===== src/shared/pcs_pkg.sv =====
// pcs_pkg: shared constants and types of the configuration target
package pcs_pkg;
   // configuration request address: type, function, register offset
   typedef struct packed {
      logic       type1;
      logic [2:0] func;
      logic [7:0] ofs;
   } pcs_cfg_addr_t;

   typedef struct packed {
      logic [31:0] addr;
      logic [31:0] wdata;
      logic        we;
      logic        io;
      logic [2:0]  window;
   } pcs_tgt_req_t;

   localparam logic [2:0]  OWN_FUNC     = 3'h0;
   localparam logic [7:0]  HDR_END      = 8'h40;
   localparam logic [3:0]  ADDR_TOP     = 4'hB;

   localparam logic [7:0]  OFS_ID       = 8'h00;
   localparam logic [7:0]  OFS_CMD      = 8'h04;
   localparam logic [7:0]  OFS_CLASS    = 8'h08;
   localparam logic [7:0]  OFS_LINE     = 8'h0C;
   localparam logic [7:0]  OFS_IO_BAR   = 8'h10;
   localparam logic [7:0]  OFS_MEM_BAR  = 8'h14;
   localparam logic [7:0]  OFS_ROM      = 8'h30;
   localparam logic [7:0]  OFS_IRQ      = 8'h3C;

   localparam logic [31:0] MASK_CMD     = 32'h0000_0147;
   localparam logic [31:0] MASK_LINE    = 32'h0000_FFFF;
   localparam logic [31:0] MASK_IO_BAR  = 32'hFFFF_FF80;
   localparam logic [31:0] MASK_MEM_BAR = 32'hFFFF_FF80;
   localparam logic [31:0] MASK_ROM     = 32'hFFFE_0001;
   localparam logic [31:0] MASK_IRQ     = 32'h0000_00FF;
   localparam logic [31:0] MASK_MEDIA   = 32'hFFFF_FFFF;

   localparam logic [31:0] RD_STATUS    = 32'h0200_0000;
   localparam logic [31:0] RD_IO_BAR    = 32'h0000_0001;
   localparam logic [31:0] RD_IRQ_PIN   = 32'h0000_0100;
   localparam logic [31:0] RST_MEDIA    = 32'h0000_0000;

   localparam int          IO_SPAN      = 7;
   localparam int          MEM_SPAN     = 7;
   localparam int          ROM_SPAN     = 17;

   localparam int          CMD_IO       = 0;
   localparam int          CMD_MEM      = 1;
   localparam int          CMD_MASTER   = 2;
   localparam int          CMD_PARITY   = 6;
   localparam int          CMD_SERR     = 8;
   localparam int          ROM_EN       = 0;

   localparam logic [2:0]  MEDIA_WINDOW = 3'h3;
   localparam logic [6:0]  MEDIA_OFS    = 7'h00;

   localparam logic [1:0]  RESP_OKAY    = 2'h0;
   localparam logic [1:0]  RESP_DECERR  = 2'h3;
endpackage


===== src/pcs_config_target.sv =====
// pcs_config_target: configuration-space target with axi4-lite access
//
// Overview of operation
// RULE_01 - claim only type 0 requests to function 0; stay silent otherwise
// RULE_02 - decode the three-bit function field; only function 0 exists
// RULE_03 - decode 256 bytes; first 64 standard header, rest device specific
// RULE_04 - with select asserted, answer with devsel and decode offset, lanes
// RULE_05 - command bits gate target, master and parity reporting
// RULE_06 - decode the port window at the programmed port base
// RULE_07 - decode the mapped window at the programmed mapped base
// RULE_08 - option rom base and size come from the rom window register
// RULE_09 - hold line length and present it to the burst logic
// RULE_10 - latency timer from the hold limit bounds bus ownership
// RULE_11 - keep a writable interrupt routing byte
// RULE_12 - media and buffer setup register reachable in port window 3
// RULE_13 - unimplemented offsets read zero and drop writes
`timescale 1ns/10ps
`default_nettype none
module pcs_config_target #(
   parameter logic [31:0] DEVICE_ID   = 32'h0001_0001, // arbitrary value
   parameter logic [7:0]  REVISION_ID = 8'h01          // arbitrary value
) (
   input  wire logic        aclk,
   input  wire logic        aresetn,
   input  wire logic [31:0] s_axi_awaddr,
   input  wire logic        s_axi_awvalid,
   output logic             s_axi_awready,
   input  wire logic [31:0] s_axi_wdata,
   input  wire logic [3:0]  s_axi_wstrb,
   input  wire logic        s_axi_wvalid,
   output logic             s_axi_wready,
   output logic [1:0]       s_axi_bresp,
   output logic             s_axi_bvalid,
   input  wire logic        s_axi_bready,
   input  wire logic [31:0] s_axi_araddr,
   input  wire logic        s_axi_arvalid,
   output logic             s_axi_arready,
   output logic [31:0]      s_axi_rdata,
   output logic [1:0]       s_axi_rresp,
   output logic             s_axi_rvalid,
   input  wire logic        s_axi_rready,
   input  wire logic        idsel,
   output logic             devsel,
   input  wire logic        tgt_valid,
   input  wire logic        tgt_io,
   input  wire logic        tgt_we,
   input  wire logic [31:0] tgt_addr,
   input  wire logic [31:0] tgt_wdata,
   input  wire logic [2:0]  tgt_window,
   output logic             io_claim,
   output logic             mem_claim,
   output logic             rom_claim,
   output logic [31:0]      tgt_rdata,
   output logic [31:0]      media_and_buffer_setup,
   output logic             master_en,
   output logic             parity_report_en,
   output logic             serr_report_en,
   output logic [7:0]       host_line_length,
   output logic [7:0]       irq_routing,
   input  wire logic        master_owns,
   output logic             hold_expired
);
   logic        idsel_meta;
   logic        idsel_sync;
   logic        aw_full;
   logic        w_full;
   logic [31:0] aw_addr;
   logic [31:0] w_data;
   logic [3:0]  w_strb;
   logic [31:0] bus_cycle_enables;
   logic [31:0] line_word;
   logic [31:0] port_window_base;
   logic [31:0] mapped_window_base;
   logic [31:0] option_rom_window;
   logic [31:0] irq_word;
   logic [31:0] next_rdata;
   logic        do_write;
   logic        wr_claim;
   logic        rd_claim;
   logic        io_hit;
   logic        mem_hit;
   logic        rom_hit;
   logic        media_sel;
   pcs_pkg::pcs_cfg_addr_t wr_cfg;
   pcs_pkg::pcs_cfg_addr_t rd_cfg;
   pcs_pkg::pcs_tgt_req_t  req;

   // byte-lane merge limited to the writable bits of one word
   function automatic logic [31:0] merge(input logic [31:0] old,
                                         input logic [31:0] data,
                                         input logic [3:0]  strb,
                                         input logic [31:0] mask);
      logic [31:0] lanes;
      lanes = {{8{strb[3]}}, {8{strb[2]}}, {8{strb[1]}}, {8{strb[0]}}};
      return (old & ~(lanes & mask)) | (data & lanes & mask);
   endfunction

   // claim decision shared by reads and writes
   function automatic logic claims(input logic sel,
                                   input logic [31:0] addr);
      pcs_pkg::pcs_cfg_addr_t a;
      a = addr[pcs_pkg::ADDR_TOP:0];
      return sel && !a.type1 && (a.func == pcs_pkg::OWN_FUNC); // RULE_01 RULE_02
   endfunction

   // the select pin is asynchronous to aclk
   always_ff @(posedge aclk) begin
      if (!aresetn) begin
         idsel_meta <= 1'b0;
         idsel_sync <= 1'b0;
      end else begin
         idsel_meta <= idsel;
         idsel_sync <= idsel_meta;
      end
   end

   assign wr_cfg   = aw_addr[pcs_pkg::ADDR_TOP:0];
   assign rd_cfg   = s_axi_araddr[pcs_pkg::ADDR_TOP:0];
   assign do_write = aw_full && w_full && !s_axi_bvalid;
   assign wr_claim = claims(idsel_sync, aw_addr); // RULE_04
   assign rd_claim = claims(idsel_sync, s_axi_araddr); // RULE_04

   // write address and data are taken in either order
   always_ff @(posedge aclk) begin
      if (!aresetn) begin
         aw_full <= 1'b0;
         aw_addr <= 32'h0000_0000;
      end else if (s_axi_awvalid && s_axi_awready) begin
         aw_full <= 1'b1;
         aw_addr <= s_axi_awaddr;
      end else if (do_write) begin
         aw_full <= 1'b0;
      end
   end

   always_ff @(posedge aclk) begin
      if (!aresetn) begin
         w_full <= 1'b0;
         w_data <= 32'h0000_0000;
         w_strb <= 4'h0;
      end else if (s_axi_wvalid && s_axi_wready) begin
         w_full <= 1'b1;
         w_data <= s_axi_wdata;
         w_strb <= s_axi_wstrb;
      end else if (do_write) begin
         w_full <= 1'b0;
      end
   end

   always_ff @(posedge aclk) begin
      if (!aresetn) begin
         s_axi_awready <= 1'b0;
         s_axi_wready  <= 1'b0;
      end else begin
         s_axi_awready <= !aw_full && !(s_axi_awvalid && s_axi_awready);
         s_axi_wready  <= !w_full && !(s_axi_wvalid && s_axi_wready);
      end
   end

   // an unclaimed request still gets an answer so the bus never hangs
   always_ff @(posedge aclk) begin
      if (!aresetn) begin
         s_axi_bvalid <= 1'b0;
         s_axi_bresp  <= pcs_pkg::RESP_OKAY;
      end else if (do_write) begin
         s_axi_bvalid <= 1'b1;
         s_axi_bresp  <= wr_claim ? pcs_pkg::RESP_OKAY : pcs_pkg::RESP_DECERR;
      end else if (s_axi_bready) begin
         s_axi_bvalid <= 1'b0;
      end
   end

   // header registers, each limited to its writable bits
   always_ff @(posedge aclk) begin
      if (!aresetn) begin
         bus_cycle_enables <= 32'h0000_0000;
      end else if (do_write && wr_claim && wr_cfg.ofs == pcs_pkg::OFS_CMD) begin
         bus_cycle_enables <= merge(bus_cycle_enables, w_data, w_strb,
                                    pcs_pkg::MASK_CMD); // RULE_05
      end
   end

   always_ff @(posedge aclk) begin
      if (!aresetn) begin
         line_word <= 32'h0000_0000;
      end else if (do_write && wr_claim && wr_cfg.ofs == pcs_pkg::OFS_LINE) begin
         line_word <= merge(line_word, w_data, w_strb, pcs_pkg::MASK_LINE); // RULE_09 RULE_10
      end
   end

   always_ff @(posedge aclk) begin
      if (!aresetn) begin
         port_window_base <= 32'h0000_0000;
      end else if (do_write && wr_claim && wr_cfg.ofs == pcs_pkg::OFS_IO_BAR) begin
         port_window_base <= merge(port_window_base, w_data, w_strb,
                                   pcs_pkg::MASK_IO_BAR); // RULE_06
      end
   end

   always_ff @(posedge aclk) begin
      if (!aresetn) begin
         mapped_window_base <= 32'h0000_0000;
      end else if (do_write && wr_claim && wr_cfg.ofs == pcs_pkg::OFS_MEM_BAR) begin
         mapped_window_base <= merge(mapped_window_base, w_data, w_strb,
                                     pcs_pkg::MASK_MEM_BAR); // RULE_07
      end
   end

   // size is found by writing ones and reading back the fixed low zeros
   always_ff @(posedge aclk) begin
      if (!aresetn) begin
         option_rom_window <= 32'h0000_0000;
      end else if (do_write && wr_claim && wr_cfg.ofs == pcs_pkg::OFS_ROM) begin
         option_rom_window <= merge(option_rom_window, w_data, w_strb,
                                    pcs_pkg::MASK_ROM); // RULE_08
      end
   end

   always_ff @(posedge aclk) begin
      if (!aresetn) begin
         irq_word <= 32'h0000_0000;
      end else if (do_write && wr_claim && wr_cfg.ofs == pcs_pkg::OFS_IRQ) begin
         irq_word <= merge(irq_word, w_data, w_strb, pcs_pkg::MASK_IRQ); // RULE_11
      end
   end

   // read data; every other offset in the 256 bytes reads zero
   always_comb begin
      next_rdata = 32'h0000_0000; // RULE_13
      case (rd_cfg.ofs) // RULE_03
         pcs_pkg::OFS_ID:      next_rdata = DEVICE_ID;
         pcs_pkg::OFS_CMD:     next_rdata = pcs_pkg::RD_STATUS | bus_cycle_enables;
         pcs_pkg::OFS_CLASS:   next_rdata = {24'h02_0000, REVISION_ID};
         pcs_pkg::OFS_LINE:    next_rdata = line_word;
         pcs_pkg::OFS_IO_BAR:  next_rdata = port_window_base | pcs_pkg::RD_IO_BAR;
         pcs_pkg::OFS_MEM_BAR: next_rdata = mapped_window_base;
         pcs_pkg::OFS_ROM:     next_rdata = option_rom_window;
         pcs_pkg::OFS_IRQ:     next_rdata = irq_word | pcs_pkg::RD_IRQ_PIN;
         default:              next_rdata = 32'h0000_0000;
      endcase
      if (!rd_claim) begin
         next_rdata = 32'h0000_0000;
      end
   end

   always_ff @(posedge aclk) begin
      if (!aresetn) begin
         s_axi_arready <= 1'b0;
      end else begin
         s_axi_arready <= !s_axi_rvalid && !(s_axi_arvalid && s_axi_arready);
      end
   end

   always_ff @(posedge aclk) begin
      if (!aresetn) begin
         s_axi_rvalid <= 1'b0;
         s_axi_rdata  <= 32'h0000_0000;
         s_axi_rresp  <= pcs_pkg::RESP_OKAY;
      end else if (s_axi_arvalid && s_axi_arready) begin
         s_axi_rvalid <= 1'b1;
         s_axi_rdata  <= next_rdata;
         s_axi_rresp  <= rd_claim ? pcs_pkg::RESP_OKAY : pcs_pkg::RESP_DECERR;
      end else if (s_axi_rready) begin
         s_axi_rvalid <= 1'b0;
      end
   end

   // one-cycle device select for each claimed access
   always_ff @(posedge aclk) begin
      if (!aresetn) begin
         devsel <= 1'b0;
      end else begin
         devsel <= (do_write && wr_claim)
                   || (s_axi_arvalid && s_axi_arready && rd_claim); // RULE_04
      end
   end

   // target side: port, mapped and rom windows
   assign req = '{addr: tgt_addr, wdata: tgt_wdata, we: tgt_we,
                  io: tgt_io, window: tgt_window};

   pcs_window_match #(.SPAN(pcs_pkg::IO_SPAN)) u_io_match (
      .addr   (req.addr),
      .base   (port_window_base),
      .enable (req.io && bus_cycle_enables[pcs_pkg::CMD_IO]), // RULE_05 RULE_06
      .hit    (io_hit)
   );

   pcs_window_match #(.SPAN(pcs_pkg::MEM_SPAN)) u_mem_match (
      .addr   (req.addr),
      .base   (mapped_window_base),
      .enable (!req.io && bus_cycle_enables[pcs_pkg::CMD_MEM]), // RULE_05 RULE_07
      .hit    (mem_hit)
   );

   pcs_window_match #(.SPAN(pcs_pkg::ROM_SPAN)) u_rom_match (
      .addr   (req.addr),
      .base   (option_rom_window),
      .enable (!req.io && !req.we && bus_cycle_enables[pcs_pkg::CMD_MEM]
               && option_rom_window[pcs_pkg::ROM_EN]), // RULE_08
      .hit    (rom_hit)
   );

   // rom wins over the mapped window only if software overlaps them
   always_ff @(posedge aclk) begin
      if (!aresetn) begin
         io_claim  <= 1'b0;
         mem_claim <= 1'b0;
         rom_claim <= 1'b0;
      end else begin
         io_claim  <= tgt_valid && io_hit;
         mem_claim <= tgt_valid && mem_hit && !rom_hit;
         rom_claim <= tgt_valid && rom_hit;
      end
   end

   assign media_sel = io_hit && (req.window == pcs_pkg::MEDIA_WINDOW)
                      && (req.addr[pcs_pkg::IO_SPAN-1:0] == pcs_pkg::MEDIA_OFS);

   always_ff @(posedge aclk) begin
      if (!aresetn) begin
         media_and_buffer_setup <= pcs_pkg::RST_MEDIA;
      end else if (tgt_valid && req.we && media_sel) begin
         media_and_buffer_setup <= req.wdata & pcs_pkg::MASK_MEDIA; // RULE_12
      end
   end

   always_ff @(posedge aclk) begin
      if (!aresetn) begin
         tgt_rdata <= 32'h0000_0000;
      end else if (tgt_valid && !req.we) begin
         tgt_rdata <= media_sel ? media_and_buffer_setup : 32'h0000_0000; // RULE_12
      end
   end

   // command and header fields for the rest of the adapter
   always_ff @(posedge aclk) begin
      if (!aresetn) begin
         master_en        <= 1'b0;
         parity_report_en <= 1'b0;
         serr_report_en   <= 1'b0;
         host_line_length <= 8'h00;
         irq_routing      <= 8'h00;
      end else begin
         master_en        <= bus_cycle_enables[pcs_pkg::CMD_MASTER]; // RULE_05
         parity_report_en <= bus_cycle_enables[pcs_pkg::CMD_PARITY]; // RULE_05
         serr_report_en   <= bus_cycle_enables[pcs_pkg::CMD_SERR];
         host_line_length <= line_word[7:0]; // RULE_09
         irq_routing      <= irq_word[7:0]; // RULE_11
      end
   end

   // ownership only counts while mastering is enabled
   pcs_hold_timer u_hold (
      .aclk    (aclk),
      .aresetn (aresetn),
      .limit   (line_word[15:8]),
      .owns    (master_owns && bus_cycle_enables[pcs_pkg::CMD_MASTER]), // RULE_10
      .expired (hold_expired)
   );
endmodule // pcs_config_target
`default_nettype wire


===== src/pcs_window_match.sv =====
// pcs_window_match: base address compare for one decoded window
`timescale 1ns/10ps
`default_nettype none
module pcs_window_match #(
   parameter int SPAN = 7
) (
   input  wire logic [31:0] addr,
   input  wire logic [31:0] base,
   input  wire logic        enable,
   output logic             hit
);
   // the low span bits are the offset inside the window
   assign hit = enable && (addr[31:SPAN] == base[31:SPAN]);
endmodule // pcs_window_match
`default_nettype wire


===== src/pcs_hold_timer.sv =====
// pcs_hold_timer: bus ownership limit counter
`timescale 1ns/10ps
`default_nettype none
module pcs_hold_timer (
   input  wire logic       aclk,
   input  wire logic       aresetn,
   input  wire logic [7:0] limit,
   input  wire logic       owns,
   output logic            expired
);
   logic [7:0] count;

   // reloaded every cycle without ownership, so each fresh ownership starts from the current limit
   always_ff @(posedge aclk) begin
      if (!aresetn) begin
         count <= 8'h00;
      end else if (!owns) begin
         count <= limit;
      end else if (count != 8'h00) begin
         count <= count - 8'h01;
      end
   end

   always_ff @(posedge aclk) begin
      if (!aresetn) begin
         expired <= 1'b0;
      end else begin
         expired <= owns && (count == 8'h00);
      end
   end
endmodule // pcs_hold_timer
`default_nettype wire


===== config.mk =====
export PLATFORM = sky130hd
export DESIGN_NAME = pcs_config_target
export DESIGN_NICKNAME = d
export VERILOG_FILES = /design/src/shared/pcs_pkg.sv /design/src/pcs_config_target.sv /design/src/pcs_window_match.sv /design/src/pcs_hold_timer.sv
export SDC_FILE = /design/constraint.sdc
export NUM_CORES = 1
export LEC_CHECK = 0
export BUFFER_PORTS_ARGS = -buffer_cell sky130_fd_sc_hd__buf_2
export CAP_MARGIN = 20
export CORE_MARGIN = 4
export CORE_UTILIZATION = 30
export DETAILED_ROUTE_END_ITERATION = 7
export GPL_TIMING_DRIVEN = 0
export PLACE_DENSITY = 0.5
export RECOVER_POWER = 25
export SLEW_MARGIN = 20
export SYNTH_ARGS = -nofsm -noshare
export SYNTH_HDL_FRONTEND = slang
export SYNTH_SLANG_ARGS = --single-unit
export TNS_END_PERCENT = 50

===== constraint.sdc =====
create_clock -name aclk -period 6 [get_ports aclk]
set_clock_uncertainty 0.15 [all_clocks]
set_input_delay 1.2 -clock aclk [delete_from_list [all_inputs] [get_ports aclk]]
set_output_delay 1.2 -clock aclk [all_outputs]
set_load 0.02 [all_outputs]

* Word-level counts from Yosys, hierarchy flattened *
Cells that the tools add are included.

storage, ports and cells
  register bits = 381
  latch bits = 0
  RAM bits = 0
  ROM bits = 0
  input port bits = 179
  output and inout port bits = 129
  logic and storage cells = 147
  memories = 0

operators by class
  $add $sub $neg = 1
  multipliers = 0
  divide/modulo/power cells = 0
  magnitude comparators = 0
  equal/unequal tests = 18
  shift-type cells = 0
  multiplexer cells = 14
  bitwise logic cells = 18
  reduce and logical (&&, ||, !) cells = 62

operators with widths
  kind                                                 number
  case mux 32 bit (8 select lines)                     1
  bitwise AND 32 bit                                   7
  OR 32 bit                                            3
  2-to-1 mux 32 bit                                    2
  inverter 32 bit                                      2
  equality test 25 bit                                 2
  logical AND 1 bit                                    39
  equality test 8 x 5 -> 1 bit, second input constant  4
  equality test 8 x 6 -> 1 bit, second input constant  4
  inverter 16 -> 32 bit                                1
  inverter 8 -> 32 bit                                 1
  inverter 9 -> 32 bit                                 1
  OR 32 x 16 -> 32 bit                                 1
  OR 32 x 8 -> 32 bit                                  1
  OR 32 x 9 -> 32 bit                                  1
  equality test 8 x 4 -> 1 bit, second input constant  3
  equality test 8 x 3 -> 1 bit, second input constant  2
  zero test 8 bit                                      2
  2-to-1 mux 8 bit                                     2
  equality test 15 bit                                 1
  zero test 1 bit                                      12
  nonzero test 2 bit                                   4
  nonzero test 8 bit                                   1
  subtractor 8 x 1 -> 8 bit, second input constant     1
  other kinds (7)                                      15

* Logic depth before layout (Yosys ltp) *
Gate-level depths: netlist of the first run.

  depth after elaboration = 7
  depth in mapped cells = 7
  gate-level depth less buffers = 6

* Cells and area by module *
Synthesis of the first run repeated with hierarchy kept, for this count alone.

unflattened totals
  cells, all modules = 1244
  area total of the unflattened synthesis = 11652.4 µm²

by module, submodules not included
  module                              times used  cells each  area each (µm²)  seq. area each (µm²)
  pcs_config_target                   1           1104        10453.8          5465.2
  pcs_window_match at u_io_match ...  2           34          279.0            0.0
  pcs_hold_timer                      1           52          471.7            180.2
  pcs_window_match at u_rom_match     1           20          168.9            0.0

* Worst setup path after synthesis of the first run *
OpenSTA, ideal clock, no wires.

  path kind = input port to flip-flop
  start = in tgt_addr[1]
  end = reg tgt_rdata[0]
  setup time = 0.059 ns
  arrival time = 2.757 ns
  data required time = 5.791 ns
  path slack = 3.033 ns
  stages = 6
  cell sequence = or4b_1 -> nor4_2 -> nand2_1 -> nor4_4 -> buf_6 -> a22o_1

on the way
  cells in the longest elaborated chain, start to end = 3

RTL lines
  what                  line                      text
  start, declared       pcs_config_target.sv:47   input wire logic [31:0] tgt_addr,
  zero test 7 bit       pcs_config_target.sv:318  && (req.addr[pcs_pkg::IO_SPAN-1:0] == pcs_pkg::MEDIA_OFS);
  logical AND 1 bit     pcs_config_target.sv:318
  2-to-1 mux 32 bit     pcs_config_target.sv:332  tgt_rdata <= media_sel ? media_and_buffer_setup : 32'h0000_0000;
  end signal, assigned  pcs_config_target.sv:332
  end, declared         pcs_config_target.sv:53   output logic [31:0] tgt_rdata,

No other way between the ends.
A chain may end at the register's enable or synchronous reset.

* Worst setup path in the final report of the first run *
  start = in s_axi_araddr[1]
  end = reg s_axi_rdata[24]

on the way
  cells in the longest elaborated chain, start to end = 3
  elaborated cells on any way between the ends = 10
  classes of those cells = 7 x eq/ne; 2 x mux; 1 x reduce/logical

RTL lines
  what                                                  line                      text
  start, declared                                       pcs_config_target.sv:35   input wire logic [31:0] s_axi_araddr,
  equality test 8 x 6 -> 1 bit (tied with other cells)  pcs_config_target.sv:230  case (rd_cfg.ofs)
  case mux 32 bit (8 select lines) (*)                  pcs_config_target.sv:230
  2-to-1 mux 32 bit (*)                                 pcs_config_target.sv:241  if (!rd_claim) begin
  end signal, assigned                                  pcs_config_target.sv:261  s_axi_rdata <= next_rdata;
  end, declared                                         pcs_config_target.sv:38   output logic [31:0] s_axi_rdata,

Mark *: on every way between the ends. The rest lies on a longest branch, timed or not.

==> results of run 1 <==
-- how the worst max path moves through the flow --
stage	slack, ns	endpoint	startpoint	cells after the start
5_1_grt	2.34	s_axi_rdata[24]	s_axi_araddr[1]	7
3_5_place_dp	1.91	s_axi_rdata[8]	s_axi_araddr[1]	7
6_report	2.37	s_axi_rdata[24]	s_axi_araddr[1]	7
4_1_cts	2.44	s_axi_rdata[1]	s_axi_araddr[1]	7
3_3_place_gp	1.93	s_axi_rdata[4]	s_axi_araddr[1]	7
2_1_floorplan	3.03	tgt_rdata[0]	tgt_addr[1]	6
-- power by group --
part           switching [mW]  internal, mW  total [mW]
Sequential             0.0215          1.89        1.91
Combinational           0.148        0.0766       0.224
Clock                   0.838          1.36        2.19
-- area by class of cell --
cell class / instances / share of cell area [%]
Inverter: 10 / 0.259
Antenna cell: 5 / 0.0863
Tap cell: 511 / 4.41
Buffer: 96 / 2.79
Clock inverter: 12 / 1.45
Multi-Input combinational cell: 892 / 36.9
Clock buffer: 49 / 6.74
Sequential cell: 282 / 38.9
Timing Repair Buffer: 263 / 8.41
-- layer usage --
layer	up-vias	part of all wire, %	global-route usage (%)
met5	-	0.030	0
met4	2	2.0	4.91
met3	60	6.4	3.72
met2	368	47	33.6
met1	5053	45	26.8
li1	5151	-	-
-- metrics by stage --
step / setup slack (ns) / cell area (sq um) / hold slack (ns)
finish: 2.37 / 14500 / 0.285
global route: 2.34 / 14500 / 0.324
CTS: 2.44 / 14600 / 0.287
detailed placement: 1.91 / 13400 / 0.273
global placement: 1.93 / 13400 / 0.276
floorplan: 3.03 / 11400 / 0.261
-- cell usage after synthesis (all sizes together), types with 2 or more instances --
master	count	share of area [%]
a211o	2	0.15
a211oi	6	0.39
a21oi	166	7.3
a22o	66	5.1
a22oi	4	0.26
a31oi	2	0.11
and2	25	1.4
and3	2	0.11
buf	27	1.3
clkbuf	69	2.3
dfxtp	282	49
ha	2	0.22
inv	10	0.33
mux2i	43	3.8
nand2	222	7.3
nand2b	2	0.11
nand3	8	0.35
nand4	47	2.6
nand4b	2	0.15
nor2	47	1.6
nor2b	3	0.16
nor3	14	0.70
nor3b	2	0.13
nor4	16	1.2
nor4b	2	0.15
nor4bb	2	0.18
o21ai	59	2.6
o2bb2ai	22	1.7
o31ai	32	2.1
or2	3	0.16
or3	2	0.11
or4	5	0.33
xnor2	45	3.4
xor2	27	2.1
-- worst register-to-register path, cell delays in order (launching register included) --
cell and delay (ns):
dfxtp_1 0.34, xnor2_1 0.32, nand4_1 0.20, nor3_1 0.91
clkbuf_1 0.46, nand4_1 0.19, a21oi_1 0.18
-- cells by family (layout without fill, tap and decap cells) --
logic type | after synthesis | in the layout | synth area share, %
AOI/OAI and AO/OA | 367 | 367 | 20.2
xor gates and xnor gates | 72 | 72 | 5.52
adders and majority gates | 2 | 2 | 0.219
buffers and inverters | 106 | 430 | 3.86
DFF | 282 | 282 | 49.4
muxes | 43 | 43 | 3.76
other | 0 | 5 | 0
and+or+nand+nor | 408 | 408 | 17.0
==> results by group, run 1 <==
Status
  – Status: complete, no violations

Clock tree
  – Clock Latency Late Sink: 0.53 ns
  – Total CTS buffers: 34
  – Count of hold buffers inserted by post-cts repair: 0
  – Number of buffers on the longest clock path: 3
  – Post-CTS clock slew at the launch and capture registers of the worst setup and hold paths: approximately 0.06 ns
  – TritonCTS Sinks: between 200 and 300
  – Count of cells resized by post-cts repair: 0
  – CTS tree: yes
  – Htree depth: 2
  – Root cell of the clock tree: clkbuf_16
  – Post-CTS setup repair buffer count: 0

GRT
  – Initial antenna violation count: 4
  – Global-route wire length before repair: 64200 um
  – Pin count of the biggest net entering global routing: 13
  – Remaining global-route overflow: 0
  – Total global-route track usage: around 20%
  – Number of global-route vias before repair: 10500

Drt
  – Post-detailed-route count of antenna-violating nets: 0
  – Vias after detailed routing: 10600
  – Avg Vias per Cell: 5.02
  – Number of detailed-routing iterations run before antenna repair: 5
  – Number of remaining DRC errors: 0
  – Wire per inst: 20.4 um
  – DRT iter0 DRCs: 679
  – Sum of routed wire length over all layers: 43300 um

Worst setup path
  – Element type at the critical path end: flip-flop
  – List of cells traversed by the critical path: buf_2 > nor4_2 > nand3_1 > nor3_1 > clkbuf_1 > o2bb2ai_1 > a22o_1
  – Cell type of the slowest stage on the worst timing path: nor3_1
  – Largest driver fanout on the critical path: 10
  – Data arrival at the endpoint of the critical path: 3.93 ns
  – Kind of critical path: in2reg
  – Length in cells of the worst reg-to-reg path: 6
  – Data required time of the worst path: 6.30 ns
  – Largest incremental delay on the critical path: 0.78 ns
  – Critical path buffer and inverter count: 2
  – Kind of start point of the critical path: primary input
  – Kind of cell with the highest combined delay on the critical path: simple AND/OR/NAND/NOR gates
  – Flop-to-flop setup slack: 3.17 ns
  – Critical R2R Capture: media_and_buffer_setup[10]

Cells and area
  – Fraction of layout cells with a size suffix above 1: 16.6%
  – Post-layout nets: 1760
  – Post-Layout Cell Count: ~2100
  – Fillcell total: 3996
  – Commonest cells after routing, fill and taps aside: 282 x dfxtp_1, 222 x nand2_1, 197 x buf_2
  – Most common cell after layout, fill and taps aside: dfxtp_1
  – Layout overhead on the synthesized area: 26.8%
  – Multi-input gate area in the final layout: around 5400 sq um
  – Util after Layout: 38.5%
  – Sequential cell area: 5650 sq um

Worst hold path
  – Class of the most critical hold timing path: reg2reg
  – End of the worst hold path: idsel_sync
  – Hold path startpoint: idsel_meta
  – Worst hold path cell count: 1

Yosys
  – Synth Net Count: 1461
  – Synth Register Bits: 282
  – Syn avg cell area: about 8.9 sq um
  – Most used DFF post-synth: dfxtp_1
  – Post-Syn Area: 11400 sq um
  – Netlist cell types: between 50 and 60
  – Fraction of registers with async set or reset after synthesis: 0%
  – Synth warnings: 0
  – Count of flip-flops with a built-in enable after synthesis: 0
  – Synthesized instance count: 1280
  – Sequential fraction of the synthesis area: 49.4%

Floorplan
  – Core region area: 37700 sq um
  – Die area: 41300 sq um
  – Starting density of the core: 30.4%
  – Die height: roughly 200 um
  – Standard-cell row count: 71
  – Top-Level Pins: 308
  – Die extent in x: 203 um

Power and ir drop
  – Maximum VDD drop: approximately 0.15 mV
  – Standby leakage power: 5.29 nW
  – Power Dens Cells: 299 nW/um^2
  – Total power: 4.33 mW

Place
  – Post-detail-place hpwl: 33200 um
  – Count of buffers inserted at the top-level ports: 263
  – Placed Instances: about 2000
  – Gp weighted congestion: 0.880

STA
  – Final critical path time including I/O delays and setup: 3.63 ns
  – Setup-failing EPs final: 0
  – Count of pins over their slew limit: 0
  – Peak clock frequency supported by timing: between 0.2 and 0.3 GHz
  – Slew Limit Headroom: 27.0%
  – Least-Margin Pin Slew: 1.09 ns
  – Period utilization: 60.5%
  – RSZ-0062 raised after global routing: false
  – Final-report hold violation count: 0
  – Setup_tns: 0 ns

Run
  – Number of max-capacitance violations reported: 0
No activity file was read; power rests on OpenSTA's default activity.
==> run 2, diff against run 1 <==
Clock period 6 ns to 3.5 ns, I/O delays scaled along.
==> run 2 against run 1 <==
Net effect: sequential share of layout area about the same; via count about the same; die area unchanged; first-iteration DRC count did not move; register-to-register slack got worse by 2.5 ns; sequential power rose by 72%; count of clock-buffer cells in the layout unchanged; combinational power grew 72%; non-clock buffer count stayed put; flip-flop and latch count did not move; design area hardly changed; largest power group unchanged.
==> results by group, run 2 (synthesis results as in run 1) <==
Drt
  – Number of detailed-routing iterations run before antenna repair: 5
  – Sum of routed wire length over all layers: 43400 um
  – Vias after detailed routing: around 11000
  – Number of remaining DRC errors: 0
  – Wire per inst: 20.5 um
  – Post-detailed-route count of antenna-violating nets: 0
  – DRT iter0 DRCs: approximately 680
  – Avg Vias per Cell: approximately 5

Place
  – Pre-CTS worst setup slack: -0.0929 ns
  – Post-detail-place hpwl: 33200 um
  – Count of buffers inserted at the top-level ports: 263
  – Gp weighted congestion: 0.880
  – Placed Instances: 2054

STA
  – Final critical path time including I/O delays and setup: 3.13 ns
  – Final-report hold violation count: 0
  – Least-Margin Pin Slew: 1.09 ns
  – Peak clock frequency supported by timing: 0.319 GHz
  – RSZ-0062 raised after global routing: false
  – Count of pins over their slew limit: 0
  – Setup-failing EPs final: 0
  – Period utilization: 89.5%
  – Final Worst Setup Slack: 0.368 ns
  – Setup_tns: 0 ns
  – Slew Limit Headroom: 27.0%

Cells and area
  – Post-Layout Cell Count: 2119
  – Most common cell after layout, fill and taps aside: dfxtp_1
  – Commonest cells after routing, fill and taps aside: 282 x dfxtp_1, 222 x nand2_1, 196 x buf_2
  – Util after Layout: 38.5%
  – Fillcell total: 3998
  – Post-layout nets: 1760
  – Layout overhead on the synthesized area: 26.8%
  – Sequential cell area: 5650 sq um
  – Multi-input gate area in the final layout: 5350 sq um
  – Fraction of layout cells with a size suffix above 1: 16.6%

Clock tree
  – Post-CTS setup repair buffer count: 0
  – CTS tree: yes
  – Count of cells resized by post-cts repair: 0
  – Total CTS buffers: 34
  – TritonCTS Sinks: approximately 280
  – Htree depth: 2
  – Count of hold buffers inserted by post-cts repair: 0
  – Clock Latency Late Sink: between 0.5 and 0.6 ns
  – Root cell of the clock tree: clkbuf_16
  – Number of buffers on the longest clock path: 3
  – Post-CTS clock slew at the launch and capture registers of the worst setup and hold paths: approximately 0.06 ns

Worst setup path
  – Critical path buffer and inverter count: 2
  – Kind of start point of the critical path: primary input
  – Kind of critical path: in2reg
  – List of cells traversed by the critical path: buf_2 > nor4_2 > nand3_1 > nor3_1 > clkbuf_1 > o2bb2ai_1 > a22o_1
  – Largest driver fanout on the critical path: 10
  – Element type at the critical path end: flip-flop
  – Largest incremental delay on the critical path: roughly 0.8 ns
  – Data arrival at the endpoint of the critical path: 3.43 ns
  – Data required time of the worst path: about 3.8 ns
  – Kind of cell with the highest combined delay on the critical path: simple AND/OR/NAND/NOR gates
  – Cell type of the slowest stage on the worst timing path: nor3_1

Power and ir drop
  – Standby leakage power: 5.29 nW
  – Power Dens Cells: 512 nW/um^2
  – Maximum VDD drop: 0.263 mV

GRT
  – Pin count of the biggest net entering global routing: 13
  – Number of global-route vias before repair: 10500
  – Initial antenna violation count: 4
  – Remaining global-route overflow: 0
  – Total global-route track usage: about 20%
  – Global-route wire length before repair: 64200 um

Worst hold path
  – Class of the most critical hold timing path: in2reg

Floorplan
  – Standard-cell row count: 71
  – Die area: 41300 sq um
  – Die extent in x: about 200 um
  – Top-Level Pins: slightly above 300
  – Core region area: 37700 sq um
  – Die height: 203 um
  – Starting density of the core: 30.4%

Status
  – Status: complete, no violations

Run
  – Number of max-capacitance violations reported: 0
run 2: changes by cell type in the layout (fill, tap and decap cells not counted):
cell,before,now
and2_1,13,14
buf_2,197,196
diode_2,5,4
clkbuf_1,154,155
and2_0,12,11
run 2: layout make-up:
type | instances | share of cell area, %
Clock buffer | 49 | 6.74
Clock inverter | 12 | 1.45
Timing Repair Buffer | 263 | 8.41
Antenna cell | 4 | 0.0691
Multi-Input combinational cell | 892 | 36.9
Sequential cell | 282 | 39.0
Tap cell | 511 | 4.41
Buffer | 96 | 2.79
Inverter | 10 | 0.259
run 2: routing by layer:
metal / part of all wire [%] / vias up / track usage (%) / wire (um)
met5: 0.030 / - / 0 / 13
met4: 2.0 / 2 / 4.91 / 875
met3: 6.3 / 60 / 3.72 / 2730
met2: 47 / 368 / 33.6 / 20200
met1: 45 / 5046 / 26.8 / 19500
li1: - / 5150 / - / -
run 2: metrics by stage:
stage	area, sq um	total power [mW]	hold WS (ns)
5_1_grt	14500	7.69	0.257
3_5_place_dp	13400	3.74	0.273
4_1_cts	14600	7.51	0.236
2_1_floorplan	11400	3.52	0.261
6_report	14500	7.43	0.261
3_3_place_gp	13400	3.74	0.276
run 2: power by group:
part | total (mW) | internal, mW | switching [mW]
Sequential | 3.28 | 3.24 | 0.0369
Clock | 3.76 | 2.32 | 1.44
Combinational | 0.385 | 0.131 | 0.253
run 2: tightest hold or removal path: stages:
cell and delay (ns):
buf_2 0.10, nand2_1 0.05, a21oi_1 0.05
run 2: final timing paths:
check,cells after the start,slack (ns),startpoint,end
hold reg to reg,1,0.29,idsel_meta,idsel_sync
hold / removal,3,0.26,s_axi_wdata[4],w_data[4]
setup reg to reg,6,0.67,flip-flop,media_and_buffer_setup[10]
setup / recovery,7,0.37,s_axi_araddr[1],s_axi_rdata[24]
